**src/hw/ccs_pkg.sv**
```systemverilog
// Package with constants and types of the counter command and status block.
package ccs_pkg;
  localparam int NCNT = 4;
  localparam int CW   = 32;
  // Command word bit positions.
  localparam int CMD_SNAP_CNT  = 0;
  localparam int CMD_OUT_TO_C  = 1;
  localparam int CMD_GATE_ON   = 2;
  localparam int CMD_LOAD      = 5;
  localparam int CMD_CLR_FLAGS = 6;
  localparam int CMD_SNAP_LAT  = 8;
  localparam int CMD_OUT_FROM_C = 9;
  localparam int CMD_GATE_OFF  = 10;
  localparam logic [15:0] CMD_USED_MASK = 16'h0767;
  // Status word bit positions.
  localparam int ST_CMP  = 9;
  localparam int ST_END  = 10;
  localparam int ST_OFLW = 11;
  localparam int ST_UFLW = 12;
  localparam int ST_ZP   = 13;
  localparam int ST_LACT = 14;
  localparam int ST_NEWL = 15;
  // Record numbers.
  localparam logic [7:0] REC_MODE    = 8'h00;
  localparam logic [7:0] REC_DIAG    = 8'h7F;
  localparam logic [7:0] REC_EDGE    = 8'h80;
  localparam logic [7:0] REC_FILT    = 8'h81;
  localparam logic [7:0] REC_PAR_LO  = 8'h82;
  localparam logic [7:0] REC_PAR_HI  = 8'h99;
  localparam logic [7:0] REC_PRE_LO  = 8'h9A;
  localparam logic [7:0] REC_PRE_HI  = 8'h9D;
  localparam logic [7:0] REC_ANADIG  = 8'h9E;
  localparam logic [7:0] REC_PER_CNT = 8'h06;
  localparam logic [2:0] SIG_OFF     = 3'h0;
  localparam int MEM_AW = 5;
  // Record write from the user program, one 32-bit word at a time.
  typedef struct packed {
    logic        valid;
    logic [7:0]  rec;
    logic [2:0]  word;
    logic [31:0] data;
  } ccs_rec_wr_t;
  // Events from the counting core of one counter.
  typedef struct packed {
    logic          cmp;
    logic          end_hit;
    logic          oflw;
    logic          uflw;
    logic          zero;
    logic          latch_in;
    logic [CW-1:0] count;
    logic [CW-1:0] latch;
  } ccs_evt_t;
endpackage

```
**src/hw/ccs_param_mem.sv**
```systemverilog
// Small parameter memory holding the per-counter value records.
module ccs_param_mem
  import ccs_pkg::*;
(
  input  wire logic              core_clk,
  input  wire logic              we,
  input  wire logic [MEM_AW-1:0] waddr,
  input  wire logic [31:0]       wdata,
  input  wire logic [MEM_AW-1:0] raddr,
  output logic      [31:0]       rdata
);
  logic [31:0] mem [0:(1<<MEM_AW)-1];
  always_ff @(posedge core_clk) begin
    if (we) begin
      mem[waddr] <= wdata;
    end
    rdata <= mem[raddr];
  end
endmodule

```
**src/hw/ccs_top.sv**
```systemverilog
// Command word decoding, status flags and record store for four counters.
// Operation
// - Latch change sets new-latch flag
// - Event flags sticky until clear command
// - Command bits self-clear after action
// - Separate bits switch on and off
// - Bit 0 snapshots count to image
// - Bit 1 gives output to counter
// - Bit 2 sets software gate
// - Bit 5 loads preset record value
// - Bit 6 clears five event flags
// - Bit 8 snapshots latch to image
// - Bit 9 returns output to image
// - Bit 10 clears software gate
// - Mode record: four 32-bit words
// - Mode record refused while running
// - Preset records 9Ah to 9Dh
// - Per-counter value records 82h-99h
// - Accept diagnostic, edge, filter records
// - Accept analogue/digital enable record
// - Latch-active bit mirrors latch input
// - Zero-crossing flag set on zero
// - Signal evaluation 000b deactivates counter
module ccs_top
  import ccs_pkg::*;
(
  input  wire logic                 core_clk,
  input  wire logic                 sys_rst,
  input  wire logic                 running,
  input  wire logic [NCNT-1:0]      cmd_valid,
  input  wire logic [NCNT*16-1:0]   cmd_word,
  input  wire ccs_rec_wr_t          rec_wr,
  input  wire ccs_evt_t [NCNT-1:0]  evt,
  input  wire logic [NCNT-1:0]      image_do,
  input  wire logic [NCNT-1:0]      core_do,
  output logic                      rec_ack,
  output logic                      rec_refused,
  output logic [NCNT*16-1:0]        status_word,
  output logic [NCNT*CW-1:0]        image_value,
  output logic [NCNT-1:0]           gate_sw,
  output logic [NCNT-1:0]           do_owned,
  output logic [NCNT-1:0]           do_pin,
  output logic [NCNT-1:0]           cnt_active,
  output logic [NCNT-1:0]           load_strobe,
  output logic [NCNT*CW-1:0]        load_value,
  output logic [NCNT*32-1:0]        mode_word,
  output logic [31:0]               diag_cfg,
  output logic [127:0]              edge_cfg,
  output logic [255:0]              filt_cfg,
  output logic [15:0]               anadig_cfg
);
  typedef enum logic [1:0] {
    LD_IDLE = 2'b00,
    LD_READ = 2'b01,
    LD_WAIT = 2'b11
  } ccs_ld_t;

  typedef struct packed {
    logic                  ack;
    logic                  refused;
    logic [NCNT*16-1:0]    status;
    logic [NCNT*CW-1:0]    image;
    logic [NCNT-1:0]       gate;
    logic [NCNT-1:0]       owned;
    logic [NCNT-1:0]       pin;
    logic [NCNT-1:0]       active;
    logic [NCNT-1:0]       strobe;
    logic [NCNT*CW-1:0]    ldval;
    logic [NCNT*32-1:0]    mode;
    logic [31:0]           diag;
    logic [127:0]          edges;
    logic [255:0]          filt;
    logic [15:0]           anadig;
    logic [NCNT*CW-1:0]    last_latch;
    logic [NCNT-1:0]       pend_load;
    ccs_ld_t               ld_st;
    logic [1:0]            ld_idx;
  } ccs_state_t;

  ccs_state_t st_r;
  ccs_state_t st_nxt;

  logic              mem_we;
  logic [MEM_AW-1:0] mem_waddr;
  logic [MEM_AW-1:0] mem_raddr;
  logic [31:0]       mem_rdata;

  // Maps a value or preset record number to a memory address; the word index is not used.
  function automatic logic [MEM_AW-1:0] par_addr(input logic [7:0] rec);
    logic [7:0] d;
    d = rec - REC_PAR_LO;
    par_addr = d[MEM_AW-1:0];
  endfunction

  function automatic logic in_range(input logic [7:0] v, input logic [7:0] lo,
                                    input logic [7:0] hi);
    in_range = (v >= lo) && (v <= hi);
  endfunction

  // Preset records sit above the value records in the same memory.
  assign mem_we    = rec_wr.valid && in_range(rec_wr.rec, REC_PAR_LO, REC_PRE_HI)
                     && (rec_wr.word == 3'h0);
  assign mem_waddr = par_addr(rec_wr.rec);
  assign mem_raddr = par_addr(REC_PRE_LO + {6'h00, st_r.ld_idx});

  ccs_param_mem u_mem (
    .core_clk (core_clk),
    .we       (mem_we),
    .waddr    (mem_waddr),
    .wdata    (rec_wr.data),
    .raddr    (mem_raddr),
    .rdata    (mem_rdata)
  );

  always_comb begin
    logic [15:0] c;
    logic [15:0] s;
    logic        chg;
    logic [2:0]  sig;
    st_nxt = st_r;
    c = 16'h0000;
    s = 16'h0000;
    chg = 1'b0;
    sig = 3'h0;
    st_nxt.ack = 1'b0;
    st_nxt.refused = 1'b0;
    st_nxt.strobe = '0;
    for (int i = 0; i < NCNT; i++) begin
      // Reserved bits are masked; command bits act once per write.
      c = cmd_valid[i] ? (cmd_word[i*16 +: 16] & CMD_USED_MASK) : 16'h0000;
      s = st_r.status[i*16 +: 16];
      sig = st_r.mode[i*32 +: 3];
      st_nxt.active[i] = (sig != SIG_OFF);
      if (c[CMD_CLR_FLAGS]) begin
        s[ST_CMP] = 1'b0;
        s[ST_END] = 1'b0;
        s[ST_OFLW] = 1'b0;
        s[ST_UFLW] = 1'b0;
        s[ST_ZP] = 1'b0;
      end
      if (sig != SIG_OFF) begin
        // Sticky flags, set wins over a simultaneous clear.
        s[ST_CMP]  = s[ST_CMP]  | evt[i].cmp;
        s[ST_END]  = s[ST_END]  | evt[i].end_hit;
        s[ST_OFLW] = s[ST_OFLW] | evt[i].oflw;
        s[ST_UFLW] = s[ST_UFLW] | evt[i].uflw;
        s[ST_ZP]   = s[ST_ZP]   | evt[i].zero;
      end
      s[ST_LACT] = evt[i].latch_in;
      chg = evt[i].latch != st_r.last_latch[i*CW +: CW];
      s[ST_NEWL] = chg;
      st_nxt.last_latch[i*CW +: CW] = evt[i].latch;
      st_nxt.status[i*16 +: 16] = s;
      if (c[CMD_SNAP_CNT]) begin
        st_nxt.image[i*CW +: CW] = evt[i].count;
      end else if (c[CMD_SNAP_LAT]) begin
        st_nxt.image[i*CW +: CW] = evt[i].latch;
      end
      // Separate set and reset bits; zero bits leave state alone.
      if (c[CMD_OUT_TO_C]) begin
        st_nxt.owned[i] = 1'b1;
      end else if (c[CMD_OUT_FROM_C]) begin
        st_nxt.owned[i] = 1'b0;
      end
      if (c[CMD_GATE_ON]) begin
        st_nxt.gate[i] = 1'b1;
      end else if (c[CMD_GATE_OFF]) begin
        st_nxt.gate[i] = 1'b0;
      end
      st_nxt.pin[i] = (st_r.owned[i] && sig != SIG_OFF) ? core_do[i] : image_do[i];
      if (c[CMD_LOAD]) begin
        st_nxt.pend_load[i] = 1'b1;
      end
    end
    // Preset loads are served one counter at a time from the memory.
    case (st_r.ld_st)
      LD_IDLE: begin
        for (int j = NCNT - 1; j >= 0; j--) begin
          if (st_r.pend_load[j]) begin
            st_nxt.ld_idx = 2'(j);
            st_nxt.ld_st = LD_READ;
          end
        end
      end
      LD_READ: begin
        st_nxt.ld_st = LD_WAIT;
      end
      LD_WAIT: begin
        st_nxt.ldval[st_r.ld_idx*CW +: CW] = mem_rdata;
        st_nxt.strobe[st_r.ld_idx] = 1'b1;
        st_nxt.pend_load[st_r.ld_idx] = cmd_valid[st_r.ld_idx]
                                        && cmd_word[st_r.ld_idx*16 + CMD_LOAD];
        st_nxt.ld_st = LD_IDLE;
      end
      default: begin
        st_nxt.ld_st = LD_IDLE;
      end
    endcase
    if (rec_wr.valid) begin
      st_nxt.ack = 1'b1;
      if (rec_wr.rec == REC_MODE) begin
        if (running) begin
          st_nxt.refused = 1'b1;
          st_nxt.ack = 1'b0;
        end else if (rec_wr.word < 3'(NCNT)) begin
          st_nxt.mode[rec_wr.word[1:0]*32 +: 32] = rec_wr.data;
        end
      end else if (rec_wr.rec == REC_DIAG) begin
        st_nxt.diag = rec_wr.data;
      end else if (rec_wr.rec == REC_EDGE) begin
        st_nxt.edges[rec_wr.word[1:0]*32 +: 32] = rec_wr.data;
      end else if (rec_wr.rec == REC_FILT) begin
        st_nxt.filt[rec_wr.word*32 +: 32] = rec_wr.data;
      end else if (rec_wr.rec == REC_ANADIG) begin
        st_nxt.anadig = rec_wr.data[15:0];
      end else if (!in_range(rec_wr.rec, REC_PAR_LO, REC_PRE_HI)) begin
        st_nxt.ack = 1'b0;
        st_nxt.refused = 1'b1;
      end
    end
  end

  always_ff @(posedge core_clk) begin
    if (sys_rst) begin
      st_r <= '0;
    end else begin
      st_r <= st_nxt;
    end
  end

  assign rec_ack     = st_r.ack;
  assign rec_refused = st_r.refused;
  assign status_word = st_r.status;
  assign image_value = st_r.image;
  assign gate_sw     = st_r.gate;
  assign do_owned    = st_r.owned;
  assign do_pin      = st_r.pin;
  assign cnt_active  = st_r.active;
  assign load_strobe = st_r.strobe;
  assign load_value  = st_r.ldval;
  assign mode_word   = st_r.mode;
  assign diag_cfg    = st_r.diag;
  assign edge_cfg    = st_r.edges;
  assign filt_cfg    = st_r.filt;
  assign anadig_cfg  = st_r.anadig;

  chk_mode_refused: assert property (@(posedge core_clk) disable iff (sys_rst)
    (rec_wr.valid && rec_wr.rec == REC_MODE && running) |=> (rec_refused && $stable(mode_word)))
    else $error("Mode record taken while running.");
  chk_gate_set: assert property (@(posedge core_clk) disable iff (sys_rst)
    (cmd_valid[0] && cmd_word[CMD_GATE_ON]) |=> gate_sw[0])
    else $error("Gate on command not applied.");
  chk_gate_clear: assert property (@(posedge core_clk) disable iff (sys_rst)
    (cmd_valid[0] && cmd_word[CMD_GATE_OFF] && !cmd_word[CMD_GATE_ON]) |=> !gate_sw[0])
    else $error("Gate off command not applied.");
  chk_own_set: assert property (@(posedge core_clk) disable iff (sys_rst)
    (cmd_valid[0] && cmd_word[CMD_OUT_TO_C]) |=> do_owned[0])
    else $error("Output not handed to counter.");
  chk_own_clear: assert property (@(posedge core_clk) disable iff (sys_rst)
    (cmd_valid[0] && cmd_word[CMD_OUT_FROM_C] && !cmd_word[CMD_OUT_TO_C]) |=> !do_owned[0])
    else $error("Output not taken from counter.");
  chk_zero_write: assert property (@(posedge core_clk) disable iff (sys_rst)
    (!cmd_valid[0]) |=> ($stable(gate_sw[0]) && $stable(do_owned[0])))
    else $error("State changed without command.");
  chk_snap_count: assert property (@(posedge core_clk) disable iff (sys_rst)
    (cmd_valid[0] && cmd_word[CMD_SNAP_CNT]) |=> image_value[CW-1:0] == $past(evt[0].count))
    else $error("Count snapshot wrong.");
  chk_clear_flags: assert property (@(posedge core_clk) disable iff (sys_rst)
    (cmd_valid[0] && cmd_word[CMD_CLR_FLAGS] && !evt[0].zero) |=> !status_word[ST_ZP])
    else $error("Zero flag not cleared.");
  chk_flag_sticky: assert property (@(posedge core_clk) disable iff (sys_rst)
    (status_word[ST_OFLW] && !(cmd_valid[0] && cmd_word[CMD_CLR_FLAGS])) |=> status_word[ST_OFLW])
    else $error("Overflow flag dropped.");
  chk_load_once: assert property (@(posedge core_clk) disable iff (sys_rst)
    load_strobe[0] |=> !load_strobe[0])
    else $error("Load strobe longer than one cycle.");
  chk_latch_act: assert property (@(posedge core_clk) disable iff (sys_rst)
    1'b1 |=> status_word[ST_LACT] == $past(evt[0].latch_in))
    else $error("Latch active bit wrong.");
  chk_snap_latch: assert property (@(posedge core_clk) disable iff (sys_rst)
    (cmd_valid[0] && cmd_word[CMD_SNAP_LAT] && !cmd_word[CMD_SNAP_CNT])
    |=> image_value[CW-1:0] == $past(evt[0].latch))
    else $error("Latch snapshot wrong.");
  chk_image_hold: assert property (@(posedge core_clk) disable iff (sys_rst)
    (!cmd_valid[0]) |=> $stable(image_value[CW-1:0]))
    else $error("Image value changed without command.");
  chk_latch_new: assert property (@(posedge core_clk) disable iff (sys_rst)
    !$past(sys_rst)
    |=> status_word[ST_NEWL] == ($past(evt[0].latch) != $past(evt[0].latch, 2)))
    else $error("New latch flag wrong.");
  chk_cmp_flag: assert property (@(posedge core_clk) disable iff (sys_rst)
    (evt[0].cmp && mode_word[2:0] != SIG_OFF) |=> status_word[ST_CMP])
    else $error("Compare flag not set.");
  chk_end_flag: assert property (@(posedge core_clk) disable iff (sys_rst)
    (evt[0].end_hit && mode_word[2:0] != SIG_OFF) |=> status_word[ST_END])
    else $error("End flag not set.");
  chk_set_wins: assert property (@(posedge core_clk) disable iff (sys_rst)
    (evt[0].oflw && mode_word[2:0] != SIG_OFF) |=> status_word[ST_OFLW])
    else $error("Overflow flag not set.");
  chk_uflw_flag: assert property (@(posedge core_clk) disable iff (sys_rst)
    (evt[0].uflw && mode_word[2:0] != SIG_OFF) |=> status_word[ST_UFLW])
    else $error("Underflow flag not set.");
  chk_zero_flag: assert property (@(posedge core_clk) disable iff (sys_rst)
    (evt[0].zero && mode_word[2:0] != SIG_OFF) |=> status_word[ST_ZP])
    else $error("Zero crossing flag not set.");
  chk_off_ignored: assert property (@(posedge core_clk) disable iff (sys_rst)
    (mode_word[3*32 +: 3] == SIG_OFF && status_word[3*16+ST_CMP +: 5] == 5'h00)
    |=> status_word[3*16+ST_CMP +: 5] == 5'h00)
    else $error("Deactivated counter raised a flag.");
  chk_active_map: assert property (@(posedge core_clk) disable iff (sys_rst)
    1'b1 |=> cnt_active[0] == ($past(mode_word[2:0]) != SIG_OFF))
    else $error("Active bit does not follow mode.");
  chk_pin_select: assert property (@(posedge core_clk) disable iff (sys_rst)
    1'b1 |=> do_pin[0] == (($past(do_owned[0]) && $past(mode_word[2:0]) != SIG_OFF)
                           ? $past(core_do[0]) : $past(image_do[0])))
    else $error("Output pin source wrong.");
  chk_load_follows: assert property (@(posedge core_clk) disable iff (sys_rst)
    (cmd_valid[0] && cmd_word[CMD_LOAD]) |-> ##[1:9] load_strobe[0])
    else $error("Load command not served.");
  chk_strobe_single: assert property (@(posedge core_clk) disable iff (sys_rst)
    $onehot0(load_strobe))
    else $error("Several load strobes at once.");
  chk_mode_write: assert property (@(posedge core_clk) disable iff (sys_rst)
    (rec_wr.valid && rec_wr.rec == REC_MODE && !running && rec_wr.word == 3'h0)
    |=> mode_word[31:0] == $past(rec_wr.data))
    else $error("Mode word not stored.");
  chk_mode_taken: assert property (@(posedge core_clk) disable iff (sys_rst)
    (rec_wr.valid && rec_wr.rec == REC_MODE && !running) |=> (rec_ack && !rec_refused))
    else $error("Mode record not accepted while stopped.");
  chk_ack_exclusive: assert property (@(posedge core_clk) disable iff (sys_rst)
    !(rec_ack && rec_refused))
    else $error("Record both accepted and refused.");
  chk_diag_write: assert property (@(posedge core_clk) disable iff (sys_rst)
    (rec_wr.valid && rec_wr.rec == REC_DIAG) |=> (rec_ack && diag_cfg == $past(rec_wr.data)))
    else $error("Diagnostic record not stored.");
  chk_anadig_write: assert property (@(posedge core_clk) disable iff (sys_rst)
    (rec_wr.valid && rec_wr.rec == REC_ANADIG) |=> anadig_cfg == $past(rec_wr.data[15:0]))
    else $error("Part enable record not stored.");
  chk_preset_ack: assert property (@(posedge core_clk) disable iff (sys_rst)
    (rec_wr.valid && rec_wr.rec >= REC_PRE_LO && rec_wr.rec <= REC_PRE_HI) |=> rec_ack)
    else $error("Preset record not accepted.");
  chk_value_ack: assert property (@(posedge core_clk) disable iff (sys_rst)
    (rec_wr.valid && rec_wr.rec >= REC_PAR_LO && rec_wr.rec <= REC_PAR_HI) |=> rec_ack)
    else $error("Value record not accepted.");
  chk_reserved_none: assert property (@(posedge core_clk) disable iff (sys_rst)
    (cmd_valid[0] && (cmd_word[15:0] & CMD_USED_MASK) == 16'h0000)
    |=> ($stable(gate_sw[0]) && $stable(do_owned[0]) && $stable(image_value[CW-1:0])))
    else $error("Reserved command bits had an effect.");
  chk_clear_five: assert property (@(posedge core_clk) disable iff (sys_rst)
    (cmd_valid[0] && cmd_word[CMD_CLR_FLAGS]
     && !(evt[0].cmp || evt[0].end_hit || evt[0].oflw || evt[0].uflw || evt[0].zero))
    |=> status_word[ST_ZP:ST_CMP] == 5'h00)
    else $error("Event flags not all cleared.");
  chk_gate_other: assert property (@(posedge core_clk) disable iff (sys_rst)
    (cmd_valid[1] && cmd_word[16 + CMD_GATE_ON]) |=> gate_sw[1])
    else $error("Gate on command not applied to second counter.");
  chk_own_other: assert property (@(posedge core_clk) disable iff (sys_rst)
    (cmd_valid[1] && cmd_word[16 + CMD_OUT_TO_C]) |=> do_owned[1])
    else $error("Output not handed to second counter.");
endmodule

```
**config.mk**
```make
export PLATFORM = sky130hd
export DESIGN_NAME = ccs_top
export DESIGN_NICKNAME = d
export VERILOG_FILES = /design/src/hw/ccs_pkg.sv /design/src/hw/ccs_param_mem.sv /design/src/hw/ccs_top.sv
export SDC_FILE = /design/constraint.sdc
export NUM_CORES = 2
export LEC_CHECK = 0
export BUFFER_PORTS_ARGS = -buffer_cell sky130_fd_sc_hd__buf_2
export CAP_MARGIN = 5
export CORE_AREA = 2 2 509 511
export DETAILED_ROUTE_END_ITERATION = 16
export DIE_AREA = 0 0 511 513
export PLACE_DENSITY = 0.41
export RECOVER_POWER = 50
export SETUP_SLACK_MARGIN = 0.5
export SLEW_MARGIN = 20
export SYNTH_ARGS = -nofsm -noshare
export SYNTH_HDL_FRONTEND = slang
export SYNTH_SLANG_ARGS = --single-unit
```
**constraint.sdc**
```tcl
create_clock -name core_clk -period 11.6 [get_ports core_clk]
set_input_delay 3.48 -clock core_clk [delete_from_list [all_inputs] [get_ports core_clk]]
set_output_delay 3.48 -clock core_clk [all_outputs]
set_load 0.02 [all_outputs]
```
==> summary.md <==
- outcome: complete, but fails checks
- violated checks: capacitance limit, slew limit
- Via Count: 40711
- predominant post-synthesis flop cell: dfxtp_1
- antenna violations before repair: 78
- wire length of the first global-routing pass: 335.9 mm
- fraction of final layout cells with drive strength greater than 1: 0.1779
- Worst Tran Pin Value: 4.157 ns
- post-route minimum period: 8.371 ns
- arrival time of the worst setup path: 9.05 ns
- total die area: 262100 um2
- via count of the first global-routing pass: 39477
- Detailed Place HPWL: 178.6 mm
- Final Max Tran Viols: 548
- CTS buffer count: 145
- Seq cells post-synth: 1162
- DRC marker count from the first detailed-route iteration: 3374
- buffer type at the clock tree root: clkbuf_16
- cell count of the worst hold path: 2
- Distinct cells, synth: 56
- area delta synth->final: 14.32%
- post-synthesis instance total: 5666
- Synthesis Warnings: 0
- endpoint type of the worst setup path: flip-flop
- Worst Setup Path Type: input port to flip-flop
- number of buffers added to fix hold violations after cts: 0
- worst hold start: diag_cfg[16]$_SDFFE_PP0P_
- share of the synthesized area in the top cell type: 0.4117
- maximum fanout count along the critical path: 84
- Post-DRT Antenna Nets: 0
- area of the mapped netlist: 50280 um2
- clock tree from TritonCTS: yes
- total detailed-routing wirelength: 248.3 mm
- number of cells on the worst reg-to-reg path: 7
- Final setup violation count: 0
- Clock Path Buffers: 3
- top post-synthesis cells by area: dfxtp_1 (41%), buf_4 (13%), edfxtp_1 (7.6%)
- DIE WIDTH: 511 um
- cts repair resizes: 0
- clock sink count: 1162
- Worst R2R End: load_value[14]$_SDFFE_PP0P_
- pin count of the biggest net entering global routing: 160
- Final nets: 6271
- worst min-delay path class: flip-flop to flip-flop
- routed wire length per instance: 26.48 um
- initial core utilization: 0.1962
- Req. time, crit path: 12.28 ns
- Max-slew headroom: -1.771
- register-to-register setup slack: 5.73 ns
- number of ports placed on the die boundary: 1305
- gr ovfl total: 0
- postcts setup bufs: 0
- FP Rows: 186
- number of synthesized flops with an enable pin: 128
- standby leakage power: 20.88 nW
- TNS Setup: 0 ns
- vertical die dimension: 513 um
- # Max-Cap Violations: 30
- share of the yosys chip area belonging to registers: 0.4882
- placer's final routability congestion estimate: 0.9154
- post-route fraction of the period consumed by the critical path: 0.7217
- FF-to-FF Start: st_r[0]$_SDFFE_PP0P_
- Tot GR Track Use: 0.1815
- setup repair after global routing missed its margin: no
- Setup crit start kind: input port
- maximum ir drop on the vdd rail: 0.1330 mV
- post-CTS clock slew at the launch and capture registers of the worst setup and hold paths: 0.05 ns
- via/cell ratio: 4.341
- final routed DRC violation total: 0
- cell taking the most area after synthesis: dfxtp_1
- maximum operating frequency: 0.1195 GHz
- final hold vios: 0
- Endpoint, Worst Hold: diag_cfg[16]$_SDFFE_PP0P_
- Hold Slack: 0.4490 ns
- number of iterations in the first detailed-routing pass: 6
- area of the core: 256200 um2
- # port buffers: 1236
- synthesized area per cell: 8.873 um2
- Clock H-tree levels: 4
- Worst-Skew Late Latency: 0.80 ns
- power density normalized to cell area: 168.5 nW/um2
- Max Clock Skew: 0.05007 ns
- share of synthesized flip-flops with an asynchronous set or reset: 0
[layout make-up]
type	instances	area [um2]
fill	28390	198700
clock inverter	48	635.6
inverter	14	60.06
clock buffer	209	4154
antenna	30	75.07
tap	3384	4234
timing repair buffer	1341	6228
multi-input combinational	3190	17550
sequential	1162	24550
[routing by layer]
metal | share of wire | vias up | track usage
met5 | 0.00088 | - | 0
met4 | 0.045 | 36 | 0.08002
met3 | 0.085 | 385 | 0.06142
met1 | 0.40 | 19891 | 0.2104
met2 | 0.47 | 1706 | 0.3020
li1 | - | 18693 | -
[cell families after synthesis]
kind of cell,Yosys count,share of synthesized area
DFF,1162,0.4882
AOI/OAI and AO/OA,1176,0.1319
other,1,0.00007459
and+or+nand+nor,1758,0.1616
xor gates and xnor gates,128,0.02230
muxes,78,0.02349
adders and majority gates,14,0.003484
buffers and inverters,1349,0.1690
[sequential cells by signal, indices dropped and copies added, names as in the netlist]
| register | flops |
|---|---|
| u_mem.rdata | 32 |
| cnt_active | 4 |
| filt_cfg | 256 |
| u_mem.mem | 128 |
| gate_sw | 4 |
| image_value | 128 |
| load_strobe | 4 |
| anadig_cfg | 16 |
| st_r | 136 |
| do_pin | 4 |
| status_word | 28 |
| rec_ack | 1 |
| diag_cfg | 32 |
| mode_word | 128 |
| rec_refused | 1 |
| edge_cfg | 128 |
| do_owned | 4 |
| load_value | 128 |
[stage by stage]
stage,std cells,cell area [um2],setup slack [ns],power [mW],utilization
2_1_floorplan,5701,50410,1.989,4.742,-
3_3_place_gp,9090,53380,4.218,5.152,0.2083
3_5_place_dp,9090,53400,4.126,5.156,0.2084
4_1_cts,9347,58180,5.017,9.854,0.2271
5_1_grt,9360,57430,2.794,10.04,0.2242
6_report,9378,57480,3.229,9.684,0.2243
[layout by cell type, fill, tap and decap left out, types with 36 or more instances in the layout]
master and n:
nand4_1 137, clkbuf_16 146, conb_1 36, o21ai_0 598, a22oi_1 136, nor2_1 321, mux2i_1 46, buf_2 680
dfxtp_1 1032, nand2_1 782, o31ai_1 38, clkbuf_1 619, edfxtp_1 128, or3_1 40, a21oi_1 300, nor2b_1 164
buf_4 74, nand3_1 212, xnor2_1 128
[synth_stat cells (17+ instances only)]
| cell | count |
|---|---|
| dfxtp_1 | 1034 |
| mux2i_1 | 46 |
| o311ai_0 | 32 |
| o21ai_0 | 598 |
| mux4_2 | 32 |
| clkbuf_1 | 384 |
| a22oi_1 | 136 |
| nand4_1 | 137 |
| o31ai_1 | 38 |
| buf_1 | 17 |
| a21oi_1 | 300 |
| nand3_1 | 217 |
| nand2_1 | 784 |
| nor2_1 | 323 |
| xnor2_1 | 128 |
| buf_4 | 902 |
| a22o_1 | 20 |
| edfxtp_1 | 128 |
| buf_2 | 31 |
| nor2b_1 | 164 |
| or3_1 | 40 |
[critical path, stage by stage]
cell and delay, ns:
clkbuf_1 2.84, inv_8 0.93, buf_4 0.57, buf_4 0.40, and4_1 0.36, a31o_2 0.21
[worst max-delay path by stage]
stage,from,endpoint,slack [ns],depth (start not counted)
after floorplan,rec_wr[32],u_mem.mem[26][0]$_DFFE_PP_,1.99,11
after global placement,rec_wr[32],filt_cfg[66]$_SDFFE_PP0P_,4.22,9
after detailed placement,rec_wr[32],filt_cfg[65]$_SDFFE_PP0P_,4.13,9
after CTS,rec_wr[32],filt_cfg[66]$_SDFFE_PP0P_,5.02,9
after global routing,sys_rst,edge_cfg[73]$_SDFFE_PP0P_,2.79,6
final,sys_rst,filt_cfg[66]$_SDFFE_PP0P_,3.23,6
[power breakdown]
group	internal [mW]	leakage (nW)	switching (mW)
registers	4.15	9.56	0.0823
clock network	2.69	2.35	1.95
logic	0.216	8.97	0.603
total	7.05	20.9	2.63
(Power assumes the default switching activity.)
